$ cat src/logic/hss_pkg.sv
/*
  hss_pkg: shared constants, enumerations and carriers of the hot-swap
  start-up and fault sequencer. Assumes a single 50 MHz clock domain.
*/
package hss_pkg;

  // ----------------------------------------------------------------------
  // command codes (register offsets)
  // ----------------------------------------------------------------------
  localparam logic [7:0] CMD_CLEAR_FAULTS     = 8'h03;
  localparam logic [7:0] CMD_SUMMARY_STATUS   = 8'h79;
  localparam logic [7:0] CMD_INPUT_FAULT      = 8'h7C;
  localparam logic [7:0] CMD_VENDOR_FAULT     = 8'h80;
  localparam logic [7:0] CMD_ALERT_SUPPRESS   = 8'hD8;
  localparam logic [7:0] CMD_PIN_OVERRIDE     = 8'hD9;
  localparam logic [7:0] CMD_DIAG_FLAGS       = 8'hE1;

  // ----------------------------------------------------------------------
  // field positions
  // ----------------------------------------------------------------------
  localparam int SUM_INPUT_BIT     = 13;
  localparam int INP_OC_BIT        = 1;
  localparam int VND_PRESET_BIT    = 0;
  localparam int VND_BREAKER_BIT   = 1;
  localparam int DIAG_OC_BIT       = 6;
  localparam int DIAG_BREAKER_BIT  = 8;
  localparam int DIAG_LATCHED_BIT  = 4;
  localparam int MASK_OC_BIT       = 6;
  localparam int MASK_BREAKER_BIT  = 8;
  localparam int OVR_CL_EN_BIT     = 0;
  localparam int OVR_CL_VAL_BIT    = 1;
  localparam int OVR_CB_EN_BIT     = 2;
  localparam int OVR_CB_VAL_BIT    = 3;

  // ----------------------------------------------------------------------
  // reset values and counts
  // ----------------------------------------------------------------------
  localparam logic [15:0] ALERT_SUPPRESS_RST = 16'h0000;
  localparam logic [7:0]  PIN_OVERRIDE_RST   = 8'h00;
  localparam logic [2:0]  RETRY_CYCLES       = 3'h7;

  // ----------------------------------------------------------------------
  // gate drive and timer drive modes, sequencer states
  // ----------------------------------------------------------------------
  typedef enum logic [1:0] {
    GATE_STRONG_PD   = 2'b00,
    GATE_MODERATE_PD = 2'b01,
    GATE_SOURCE      = 2'b10,
    GATE_REGULATE    = 2'b11
  } hss_gate_e;

  typedef enum logic [2:0] {
    TMR_GROUND      = 3'b000,
    TMR_CHARGE_INS  = 3'b001,
    TMR_CHARGE_FLT  = 3'b010,
    TMR_DISCH_FAST  = 3'b011,
    TMR_DISCH_SLOW  = 3'b100
  } hss_timer_e;

  typedef enum logic [2:0] {
    ST_POR      = 3'b000,
    ST_INSERT   = 3'b001,
    ST_WAIT_UV  = 3'b010,
    ST_ON       = 3'b011,
    ST_LATCHED  = 3'b100,
    ST_RETRY_DN = 3'b101,
    ST_RETRY_UP = 3'b110
  } hss_state_e;

  // ----------------------------------------------------------------------
  // carriers
  // ----------------------------------------------------------------------
  typedef struct packed {
    logic        valid;
    logic        write;
    logic [7:0]  code;
    logic [15:0] wdata;
  } hss_cmd_s;

  typedef struct packed {
    logic por_ok;
    logic undervoltage_lockout;
    logic overvoltage_lockout;
    logic timer_hi;
    logic timer_lo;
    logic timer_zero;
    logic current_limit;
    logic power_limit;
    logic breaker_trip;
    logic output_feedback;
  } hss_sense_s;

endpackage

$ cat src/logic/hss_sequencer.sv
/*
  hss_sequencer: start-up, lockout, inrush and fault sequencing of a
  hot-swap controller with its status flags and command register access.
  Assumes comparator results arrive as clean synchronous levels and that a
  command port front end delivers one decoded command per valid cycle.
*/
`timescale 1ns/1ps

// Behaviour
// below power-on level: timer grounded, gate strongest pull-down
// after power-on level: insertion delay charges timer, gate held off
// insertion ends at timer upper threshold, then fast timer discharge
// after insertion, gate on when above undervoltage; at once if already
// limiting charges timer; if limits clear early, slow discharge
// timer upper threshold during inrush limiting declares fault, gate off
// power-good high once output feedback exceeds rising threshold
// alert line pulled low after power-on to flag default settings
// defaults-loaded flag set at power-up until clear-faults command
// inrush timeout: strong pull-down, held until restart or auto retry
// undervoltage or overvoltage lockout: gate off with moderate pull-down
// limit select low gives 25 mV limit, high gives 46 mV
// current limiting runs timer; dropping below limit resumes normal
// limiting timeout sets overcurrent flags and unmasked alert
// setup register bits override limit select input
// breaker trip: gate off at once, strong pull-down, timeout starts
// breaker clear releases strong pull-down back to limit loops
// timeout after breaker trip: moderate pull-down, fault restart handling
// breaker trip sets vendor and diagnostic flags and unmasked alert
// setup register bits override breaker factor input
// retry high latches gate off until supply cycled or enable pulled low
// auto restart cycles timer seven times before gate on again
// comparisons arrive as digital inputs; gate drive given as mode codes
module hss_sequencer (
  input  wire logic                mclk,
  input  wire logic                rst,
  input  wire hss_pkg::hss_sense_s sense,
  input  wire logic                limit_select_in,
  input  wire logic                breaker_select_in,
  input  wire logic                retry_select_in,
  input  wire hss_pkg::hss_cmd_s   cmd,
  output logic [15:0]              cmd_rdata_r,
  output logic                     cmd_ack_r,
  output hss_pkg::hss_gate_e       gate_mode_r,
  output hss_pkg::hss_timer_e      timer_mode_r,
  output logic                     limit_high_r,
  output logic                     breaker_high_r,
  output logic                     power_good_out_r,
  output logic                     smba_out_r,
  output logic                     smba_oe_r
);
  import hss_pkg::*;

  // ----------------------------------------------------------------------
  // state
  // ----------------------------------------------------------------------
  hss_state_e  state_r;
  hss_state_e  state_nxt;
  logic        inrush_r;
  logic        breaker_seen_r;
  logic        post_ins_r;
  logic        fault_strong_r;
  logic [2:0]  retry_cnt_r;
  logic        preset_flag_r;
  logic        oc_flag_r;
  logic        breaker_flag_r;
  logic [15:0] alert_suppress_r;
  logic [7:0]  pin_override_r;

  // ----------------------------------------------------------------------
  // decode
  // ----------------------------------------------------------------------
  wire supply_ok   = ~sense.undervoltage_lockout & ~sense.overvoltage_lockout;
  wire limiting    = sense.current_limit | sense.power_limit;
  wire timer_busy  = limiting | sense.breaker_trip;
  wire timeout     = (state_r == ST_ON) & timer_busy & sense.timer_hi;
  wire cmd_wr      = cmd.valid & cmd.write;
  wire clear_cmd   = cmd_wr & (cmd.code == CMD_CLEAR_FAULTS);
  wire wr_mask     = cmd_wr & (cmd.code == CMD_ALERT_SUPPRESS);
  wire wr_override = cmd_wr & (cmd.code == CMD_PIN_OVERRIDE);
  wire trip_event  = (state_r == ST_ON) & sense.breaker_trip;
  wire latched     = (state_r == ST_LATCHED);

  // override bits win over the strap pins
  wire limit_sel   = pin_override_r[OVR_CL_EN_BIT] ?
                     pin_override_r[OVR_CL_VAL_BIT] : limit_select_in;
  wire breaker_sel = pin_override_r[OVR_CB_EN_BIT] ?
                     pin_override_r[OVR_CB_VAL_BIT] : breaker_select_in;

  wire alert_any = preset_flag_r
                 | (oc_flag_r & ~alert_suppress_r[MASK_OC_BIT])
                 | (breaker_flag_r & ~alert_suppress_r[MASK_BREAKER_BIT]);

  // ----------------------------------------------------------------------
  // register read view
  // ----------------------------------------------------------------------
  function automatic logic [15:0] bit_at(input logic v, input int pos);
    logic [15:0] w;
    w = 16'h0000;
    w[pos] = v;
    return w;
  endfunction

  wire [15:0] summary_view = bit_at(oc_flag_r, SUM_INPUT_BIT);
  wire [15:0] input_view   = bit_at(oc_flag_r, INP_OC_BIT);
  wire [15:0] vendor_view  = bit_at(preset_flag_r, VND_PRESET_BIT)
                           | bit_at(breaker_flag_r, VND_BREAKER_BIT);
  wire [15:0] diag_view    = bit_at(oc_flag_r, DIAG_OC_BIT)
                           | bit_at(breaker_flag_r, DIAG_BREAKER_BIT)
                           | bit_at(latched, DIAG_LATCHED_BIT);
  wire [15:0] read_view    =
      (cmd.code == CMD_SUMMARY_STATUS) ? summary_view :
      (cmd.code == CMD_INPUT_FAULT)    ? input_view :
      (cmd.code == CMD_VENDOR_FAULT)   ? vendor_view :
      (cmd.code == CMD_ALERT_SUPPRESS) ? alert_suppress_r :
      (cmd.code == CMD_PIN_OVERRIDE)   ? {8'h00, pin_override_r} :
      (cmd.code == CMD_DIAG_FLAGS)     ? diag_view : 16'h0000;

  // ----------------------------------------------------------------------
  // sequencing
  // ----------------------------------------------------------------------
  always_comb begin
    state_nxt = state_r;
    case (state_r)
      ST_POR: begin
        if (sense.por_ok) begin
          state_nxt = ST_INSERT;
        end
      end
      ST_INSERT: begin
        if (sense.timer_hi) begin
          state_nxt = supply_ok ? ST_ON : ST_WAIT_UV;
        end
      end
      ST_WAIT_UV: begin
        if (supply_ok) begin
          state_nxt = ST_ON;
        end
      end
      ST_ON: begin
        if (!supply_ok) begin
          state_nxt = ST_WAIT_UV;
        end else if (timeout) begin
          state_nxt = retry_select_in ? ST_LATCHED : ST_RETRY_DN;
        end
      end
      ST_LATCHED: begin
        // a pulse on the enable level or a supply cycle is the only way out
        if (sense.undervoltage_lockout && sense.timer_zero) begin
          state_nxt = ST_WAIT_UV;
        end
      end
      ST_RETRY_DN: begin
        if (retry_cnt_r == RETRY_CYCLES) begin
          if (sense.timer_zero) begin
            state_nxt = ST_WAIT_UV;
          end
        end else if (sense.timer_lo) begin
          state_nxt = ST_RETRY_UP;
        end
      end
      ST_RETRY_UP: begin
        if (sense.timer_hi) begin
          state_nxt = ST_RETRY_DN;
        end
      end
      default: state_nxt = ST_POR;
    endcase
    if (!sense.por_ok) begin
      state_nxt = ST_POR;
    end
  end

  always_ff @(posedge mclk) begin
    if (rst) begin
      state_r <= ST_POR;
    end else begin
      state_r <= state_nxt;
    end
  end

  // ----------------------------------------------------------------------
  // inrush, breaker and retry bookkeeping
  // ----------------------------------------------------------------------
  always_ff @(posedge mclk) begin
    if (rst || state_r != ST_ON) begin
      inrush_r       <= (state_nxt == ST_ON);
      breaker_seen_r <= 1'b0;
      post_ins_r     <= (state_nxt == ST_ON);
    end else begin
      if (!timer_busy) begin
        inrush_r       <= 1'b0;
        breaker_seen_r <= 1'b0;
      end else if (sense.breaker_trip) begin
        breaker_seen_r <= 1'b1;
      end
      if (sense.timer_zero || timer_busy) begin
        post_ins_r <= 1'b0;
      end
    end
  end

  always_ff @(posedge mclk) begin
    if (rst) begin
      fault_strong_r <= 1'b0;
    end else if (timeout) begin
      fault_strong_r <= inrush_r & ~breaker_seen_r;
    end
  end

  always_ff @(posedge mclk) begin
    if (rst || state_r == ST_ON) begin
      retry_cnt_r <= 3'h0;
    end else if (state_r == ST_RETRY_UP && sense.timer_hi) begin
      retry_cnt_r <= retry_cnt_r + 3'h1;
    end
  end

  // ----------------------------------------------------------------------
  // drive modes
  // ----------------------------------------------------------------------
  hss_gate_e  gate_nxt;
  hss_timer_e timer_nxt;

  always_comb begin
    gate_nxt  = GATE_MODERATE_PD;
    timer_nxt = TMR_DISCH_SLOW;
    case (state_nxt)
      ST_POR: begin
        gate_nxt  = GATE_STRONG_PD;
        timer_nxt = TMR_GROUND;
      end
      ST_INSERT: begin
        gate_nxt  = GATE_MODERATE_PD;
        timer_nxt = TMR_CHARGE_INS;
      end
      ST_WAIT_UV: begin
        gate_nxt  = GATE_MODERATE_PD;
        timer_nxt = TMR_DISCH_FAST;
      end
      ST_ON: begin
        if (sense.breaker_trip) begin
          gate_nxt = GATE_STRONG_PD;
        end else if (limiting) begin
          gate_nxt = GATE_REGULATE;
        end else begin
          gate_nxt = GATE_SOURCE;
        end
        if (timer_busy) begin
          timer_nxt = TMR_CHARGE_FLT;
        end else if (post_ins_r || state_r != ST_ON) begin
          timer_nxt = TMR_DISCH_FAST;
        end else begin
          timer_nxt = TMR_DISCH_SLOW;
        end
      end
      ST_LATCHED, ST_RETRY_DN: begin
        gate_nxt  = fault_strong_r ? GATE_STRONG_PD : GATE_MODERATE_PD;
        timer_nxt = TMR_DISCH_SLOW;
      end
      ST_RETRY_UP: begin
        gate_nxt  = fault_strong_r ? GATE_STRONG_PD : GATE_MODERATE_PD;
        timer_nxt = TMR_CHARGE_FLT;
      end
      default: begin
        gate_nxt  = GATE_STRONG_PD;
        timer_nxt = TMR_GROUND;
      end
    endcase
    // the fault decision must not wait a cycle in the gate path
    if (state_r == ST_ON && timeout) begin
      gate_nxt = (inrush_r & ~breaker_seen_r) ? GATE_STRONG_PD : GATE_MODERATE_PD;
    end
  end

  always_ff @(posedge mclk) begin
    if (rst) begin
      gate_mode_r  <= GATE_STRONG_PD;
      timer_mode_r <= TMR_GROUND;
    end else begin
      gate_mode_r  <= gate_nxt;
      timer_mode_r <= timer_nxt;
    end
  end

  // ----------------------------------------------------------------------
  // sticky flags: set wins over clear
  // ----------------------------------------------------------------------
  always_ff @(posedge mclk) begin
    if (rst) begin
      preset_flag_r  <= 1'b0;
      oc_flag_r      <= 1'b0;
      breaker_flag_r <= 1'b0;
    end else begin
      if (state_r == ST_POR && sense.por_ok) begin
        preset_flag_r <= 1'b1;
      end else if (clear_cmd) begin
        preset_flag_r <= 1'b0;
      end
      if (timeout) begin
        oc_flag_r <= 1'b1;
      end else if (clear_cmd) begin
        oc_flag_r <= 1'b0;
      end
      if (trip_event) begin
        breaker_flag_r <= 1'b1;
      end else if (clear_cmd) begin
        breaker_flag_r <= 1'b0;
      end
    end
  end

  // ----------------------------------------------------------------------
  // command port and configuration
  // ----------------------------------------------------------------------
  always_ff @(posedge mclk) begin
    if (rst) begin
      alert_suppress_r <= ALERT_SUPPRESS_RST;
      pin_override_r   <= PIN_OVERRIDE_RST;
    end else begin
      if (wr_mask) begin
        alert_suppress_r <= cmd.wdata;
      end
      if (wr_override) begin
        pin_override_r <= cmd.wdata[7:0];
      end
    end
  end

  always_ff @(posedge mclk) begin
    if (rst) begin
      cmd_ack_r   <= 1'b0;
      cmd_rdata_r <= 16'h0000;
    end else begin
      cmd_ack_r   <= cmd.valid;
      cmd_rdata_r <= (cmd.valid && !cmd.write) ? read_view : 16'h0000;
    end
  end

  // ----------------------------------------------------------------------
  // pins
  // ----------------------------------------------------------------------
  always_ff @(posedge mclk) begin
    if (rst) begin
      limit_high_r     <= 1'b0;
      breaker_high_r   <= 1'b0;
      power_good_out_r <= 1'b0;
      smba_out_r       <= 1'b0;
      smba_oe_r        <= 1'b0;
    end else begin
      limit_high_r     <= limit_sel;
      breaker_high_r   <= breaker_sel;
      power_good_out_r <= sense.output_feedback & (state_r == ST_ON);
      smba_out_r       <= 1'b0;
      smba_oe_r        <= alert_any;
    end
  end

endmodule // hss_sequencer

$ cat config.mk
export PLATFORM = sky130hd
export DESIGN_NAME = hss_sequencer
export DESIGN_NICKNAME = d
export VERILOG_FILES = /design/src/logic/hss_pkg.sv /design/src/logic/hss_sequencer.sv
export SDC_FILE = /design/constraint.sdc
export NUM_CORES = 1
export LEC_CHECK = 0
export ABC_CLOCK_PERIOD_IN_PS = 5160
export BUFFER_PORTS_ARGS = -buffer_cell sky130_fd_sc_hd__buf_2
export CAP_MARGIN = 10
export CORE_MARGIN = 3
export CORE_UTILIZATION = 30
export DETAILED_ROUTE_END_ITERATION = 12
export GPL_TIMING_DRIVEN = 0
export SKIP_LAST_GASP = 1
export SLEW_MARGIN = 20
export SYNTH_ARGS = -nofsm -noshare
export SYNTH_HDL_FRONTEND = slang
export SYNTH_SLANG_ARGS = --single-unit
$ cat constraint.sdc
create_clock -name mclk -period 5.16 [get_ports mclk]
set_input_delay 1.29 -clock mclk [delete_from_list [all_inputs] [get_ports mclk]]
set_output_delay 1.29 -clock mclk [all_outputs]
set_load 0.01 [all_outputs]
==> results_tabular.tex <==
\begin{tabular}{lr}
\hline
Metric & Value \\
\hline
\multicolumn{2}{l}{\textbf{Setup path}} \\
\quad Required time reported for the critical path endpoint & 5.43 ns \\
\quad Sort of element at the start of the critical path & input port \\
\quad Critical Path Max Stage Delay & 0.82 ns \\
\quad Library cell appearing most often on the critical path & sky130\_fd\_sc\_hd\_\_clkbuf\_1 \\
\quad Setup Crit Path Kind & input port to flip-flop \\
\quad CP max stage cell & sky130\_fd\_sc\_hd\_\_nor4\_2 \\
\quad Critical Path Fanout Max & 10 \\
\quad Arr. time, crit path & 3.70 ns \\
\quad Slack of the worst reg-to-reg path & 2.60 ns \\
\quad Worst Reg-to-Reg Cells & 8 \\
\quad Crit end category & flip-flop \\
\quad Ordered list of cells on the worst path & buf\_2, nand4b\_1, nor4\_2, and3\_1, clkbuf\_1, clkbuf\_1, nand2\_1, a21oi\_1 \\
\multicolumn{2}{l}{\textbf{Pwr}} \\
\quad Power density of the placed cells & 291 nW/µm² \\
\quad Sw Share & 0.260 \\
\quad Portion of total power attributed to the clock network & 0.402 \\
\quad Switching power of the nets & 244 µW \\
\quad IR Drop Worst-Case VDD & 0.0000922 V \\
\quad Relative contribution of combinational cells to total power & 0.068 \\
\quad Static Leak & 1.28 nW \\
\quad Internal power & 692 µW \\
\quad Fraction of power consumed by sequential logic & 0.530 \\
\multicolumn{2}{l}{\textbf{Layout}} \\
\quad Synth-to-layout area growth & 23.6\% \\
\quad Fillers & 867 \\
\quad Storage element area & 1280 µm² \\
\quad Multi-input gate area in the final layout & 1240 µm² \\
\quad Antenna diode instance count & 0 \\
\quad \# nets final & 409 \\
\quad Post-layout instance count excluding filler cells & 476 \\
\quad Share of layout cells above drive strength 1 & 0.235 \\
\multicolumn{2}{l}{\textbf{Placed design}} \\
\quad Post-detailed-placement half-perimeter wirelength & 5080 µm \\
\quad \# placed instances & 460 \\
\quad Count of buffers inserted at the top-level ports & 62 \\
\quad Final Wtd Congestion & 0.853 \\
\multicolumn{2}{l}{\textbf{Floorplan}} \\
\quad Number of ports placed on the die boundary & 68 \\
\quad CORE AREA & 8340 µm² \\
\quad Starting utilization of the core area & 0.312 \\
\quad Die W & 99.2 µm \\
\quad \# rows & 33 \\
\quad Die height & 99.2 µm \\
\quad Area enclosed by the die boundary & 9840 µm² \\
\multicolumn{2}{l}{\textbf{Clocking}} \\
\quad Clock slew at the register clock pins of the worst setup and hold paths & 0.08 ns \\
\quad Clock tree from TritonCTS & yes \\
\quad Clock Sinks & 63 \\
\quad Post CTS Setup Buffer Count & 0 \\
\quad Clock latency on the worst-skew pair & 0.34 ns \\
\quad Hold buffers post-CTS & 0 \\
\quad Clock tree root buffer cell & sky130\_fd\_sc\_hd\_\_clkbuf\_8 \\
\quad Count of cells resized by post-cts repair & 0 \\
\quad Clock buffer count from CTS & 9 \\
\quad Worst-case clock buffer depth & 2 \\
\quad Depth of the CTS H-tree & 3 \\
\multicolumn{2}{l}{\textbf{Route}} \\
\quad Total DRC errors in the routed layout & 0 \\
\quad Number of detailed-routing iterations run before antenna repair & 4 \\
\quad Vias per inst & 4.99 \\
\quad Final wirelength & 6970 µm \\
\quad Antenna Nets Post-Route & 0 \\
\quad Routed len/inst & 14.6 µm \\
\quad Iteration-0 DRC Markers & 149 \\
\quad Vias post-DR & 2375 \\
\multicolumn{2}{l}{\textbf{Timing}} \\
\quad Clock skew & 0.00523 ns \\
\quad Post-layout minimum cycle time & 3.43 ns \\
\quad Worst slew margin relative to its limit & 0.290 \\
\quad Total negative slack for setup checks & 0 ns \\
\quad Final period util & 0.665 \\
\quad Pins Over Slew Limit & 0 \\
\quad Final number of hold-violating endpoints & 0 \\
\quad Number of failing setup endpoints in the final timing report & 0 \\
\quad Transition time of the tightest slew-check pin & 1.06 ns \\
\quad RSZ-0062 raised after global routing & no \\
\quad Achievable clock frequency & 291 MHz \\
\multicolumn{2}{l}{\textbf{Worst hold path}} \\
\quad Cell count of the worst hold path & 2 \\
\quad Worst min path class & flip-flop to flip-flop \\
\multicolumn{2}{l}{\textbf{Synth}} \\
\quad Total nets after synthesis & 336 \\
\quad Ys flop type & sky130\_fd\_sc\_hd\_\_dfxtp\_1 \\
\quad Library cell with the largest summed area after synthesis & sky130\_fd\_sc\_hd\_\_dfxtp\_1 \\
\quad Sequential fraction of the synthesis area & 0.492 \\
\quad Main area contributors after synthesis & sky130\_fd\_sc\_hd\_\_dfxtp\_1, sky130\_fd\_sc\_hd\_\_nand2\_1, sky130\_fd\_sc\_hd\_\_nor2\_1, sky130\_fd\_sc\_hd\_\_mux2i\_1, sky130\_fd\_sc\_hd\_\_a21oi\_1 \\
\quad Area fraction of the dominant cell type after synthesis & 0.469 \\
\quad Asr flop ratio synth & 0 \\
\quad Count of flip-flops with a built-in enable after synthesis & 2 \\
\quad Mapped Avg Cell Area & 8.89 µm² \\
\quad Warnings from Yosys & 0 \\
\quad Distinct cell type count of the synthesized netlist & 51 \\
\quad Cells after Synth & 293 \\
\quad Flip-flop and latch count after synthesis & 63 \\
\quad Netlist area before placement & 2600 µm² \\
\multicolumn{2}{l}{\textbf{Flow run}} \\
\quad Max-capacitance violation count & 0 \\
\multicolumn{2}{l}{\textbf{GRT}} \\
\quad Number of global-route vias before repair & 2364 \\
\quad Maximum number of pins on one net before global-route repair & 13 \\
\quad Tot GR Track Use & 0.145 \\
\quad Leftover overflow at the end of global routing & 0 \\
\quad Global-route wire length before repair & 11300 µm \\
\quad Antenna violations before repair & 0 \\
\multicolumn{2}{l}{\textbf{Outcome}} \\
\quad Status & completed \\
\hline
\end{tabular}
-- flip-flops by register name, summed over array words and instances (netlist names), 2 cells and up --
register,count
retry_cnt_r,3
state_r,3
gate_mode_r,2
alert_suppress_r,16
pin_override_r,8
cmd_rdata_r,16
timer_mode_r,3
-- through the flow --
stage	hold WS, ns	util	total power, mW	cell area (µm²)	setup slack, ns
after floorplan	0.432	-	0.538	2610	1.95
after global placement	0.439	0.365	0.570	3050	1.46
after detailed placement	0.445	0.365	0.570	3050	1.41
after CTS	0.456	0.386	0.948	3220	1.77
after global routing	0.474	0.386	0.975	3220	1.59
final	0.454	0.386	0.936	3220	1.73
-- cell usage in the layout, fill, tap and decap left out, types with 3 or more instances in the layout --
| cell type | netlist | final |
|---|---|---|
| sky130_fd_sc_hd__a211oi_1 | 3 | 3 |
| sky130_fd_sc_hd__a21oi_1 | 23 | 23 |
| sky130_fd_sc_hd__nand2_1 | 43 | 43 |
| sky130_fd_sc_hd__clkbuf_1 | 15 | 15 |
| sky130_fd_sc_hd__nor3_1 | 9 | 9 |
| sky130_fd_sc_hd__inv_1 | 3 | 3 |
| sky130_fd_sc_hd__nor2b_1 | 5 | 5 |
| sky130_fd_sc_hd__buf_2 | 2 | 64 |
| sky130_fd_sc_hd__mux2i_1 | 12 | 12 |
| sky130_fd_sc_hd__clkbuf_8 | 0 | 9 |
| sky130_fd_sc_hd__a22oi_1 | 6 | 6 |
| sky130_fd_sc_hd__or3_1 | 4 | 4 |
| sky130_fd_sc_hd__clkinvlp_4 | 0 | 3 |
| sky130_fd_sc_hd__nand2b_1 | 5 | 5 |
| sky130_fd_sc_hd__a32oi_1 | 3 | 3 |
| sky130_fd_sc_hd__nand3_1 | 3 | 3 |
| sky130_fd_sc_hd__dfxtp_1 | 61 | 61 |
| sky130_fd_sc_hd__nand3b_1 | 3 | 3 |
| sky130_fd_sc_hd__nor2_1 | 39 | 39 |
| sky130_fd_sc_hd__and3_1 | 8 | 8 |
| sky130_fd_sc_hd__nand4b_1 | 4 | 4 |
-- worst paths after layout --
check,startpoint,endpoint
setup / recovery,cmd[21],alert_suppress_r[9]
hold / removal,alert_suppress_r[10],alert_suppress_r[10]
setup reg to reg,retry_cnt_r[0],gate_mode_r[0]
hold reg to reg,alert_suppress_r[10],alert_suppress_r[10]
-- cells in the mapped netlist, types with 2 or more instances --
cell / number
sky130_fd_sc_hd__clkbuf_1: 15
sky130_fd_sc_hd__ha_1: 2
sky130_fd_sc_hd__nand4b_1: 4
sky130_fd_sc_hd__edfxtp_1: 2
sky130_fd_sc_hd__buf_2: 2
sky130_fd_sc_hd__nand3_1: 3
sky130_fd_sc_hd__nor2b_1: 5
sky130_fd_sc_hd__a211oi_1: 3
sky130_fd_sc_hd__nor2_1: 39
sky130_fd_sc_hd__nor3_1: 9
sky130_fd_sc_hd__and2_1: 2
sky130_fd_sc_hd__or3_1: 4
sky130_fd_sc_hd__a221oi_1: 2
sky130_fd_sc_hd__dfxtp_1: 61
sky130_fd_sc_hd__and3_1: 8
sky130_fd_sc_hd__mux2i_1: 12
sky130_fd_sc_hd__nand2_1: 43
sky130_fd_sc_hd__xor2_1: 2
sky130_fd_sc_hd__a22oi_1: 6
sky130_fd_sc_hd__a32oi_1: 3
sky130_fd_sc_hd__nor4b_1: 2
sky130_fd_sc_hd__a211o_1: 2
sky130_fd_sc_hd__a21o_1: 2
sky130_fd_sc_hd__a311oi_1: 2
sky130_fd_sc_hd__nand2b_1: 5
sky130_fd_sc_hd__a222oi_1: 2
sky130_fd_sc_hd__nand3b_1: 3
sky130_fd_sc_hd__a21oi_1: 23
sky130_fd_sc_hd__inv_1: 3
-- cells by family after synthesis --
| logic type | after synthesis | synth area share |
|---|---|---|
| buffers and inverters | 21 | 0.0327 |
| other | 1 | 0.00144 |
| muxes | 13 | 0.0504 |
| adders and majority gates | 2 | 0.00960 |
| DFF | 63 | 0.492 |
| xor gates and xnor gates | 2 | 0.00673 |
| and+or+nand+nor | 136 | 0.258 |
| AOI/OAI and AO/OA | 55 | 0.149 |
-- critical path, delay by kind of cell --
kind | cells | cell delay [ns]
AO/OA/AOI/OAI | 1 | 0.14
buffers and inverters | 3 | 0.86
AND/OR/NAND/NOR | 4 | 1.41
-- power groups by stage --
stage                     Clock (mW)  Sequential, mW  Combinational, mW
after floorplan                    0           0.508             0.0304
after global routing           0.408           0.496             0.0708
after CTS                      0.389           0.496             0.0637
final                          0.376           0.496             0.0638
after global placement             0           0.507             0.0631
after detailed placement           0           0.507             0.0634
-- final cells by class --
type                            instances  share of cell area
Tap cell                              105              0.0408
Clock inverter                          7              0.0155
Clock buffer                            9              0.0385
Sequential cell                        63               0.398
Inverter                                3             0.00350
Buffer                                 18              0.0229
Multi-Input combinational cell        209               0.385
Timing Repair Buffer                   62              0.0963
-- per-layer routing --
metal	routed length, µm	track usage	vias up	part of all wire
li1	-	-	1187	-
met1	3200	0.180	1116	0.46
met2	3200	0.223	60	0.46
met3	421	0.0379	12	0.060
met4	146	0.0903	0	0.021
met5	0	0	-	0
Power figures use the tool's default switching activity.
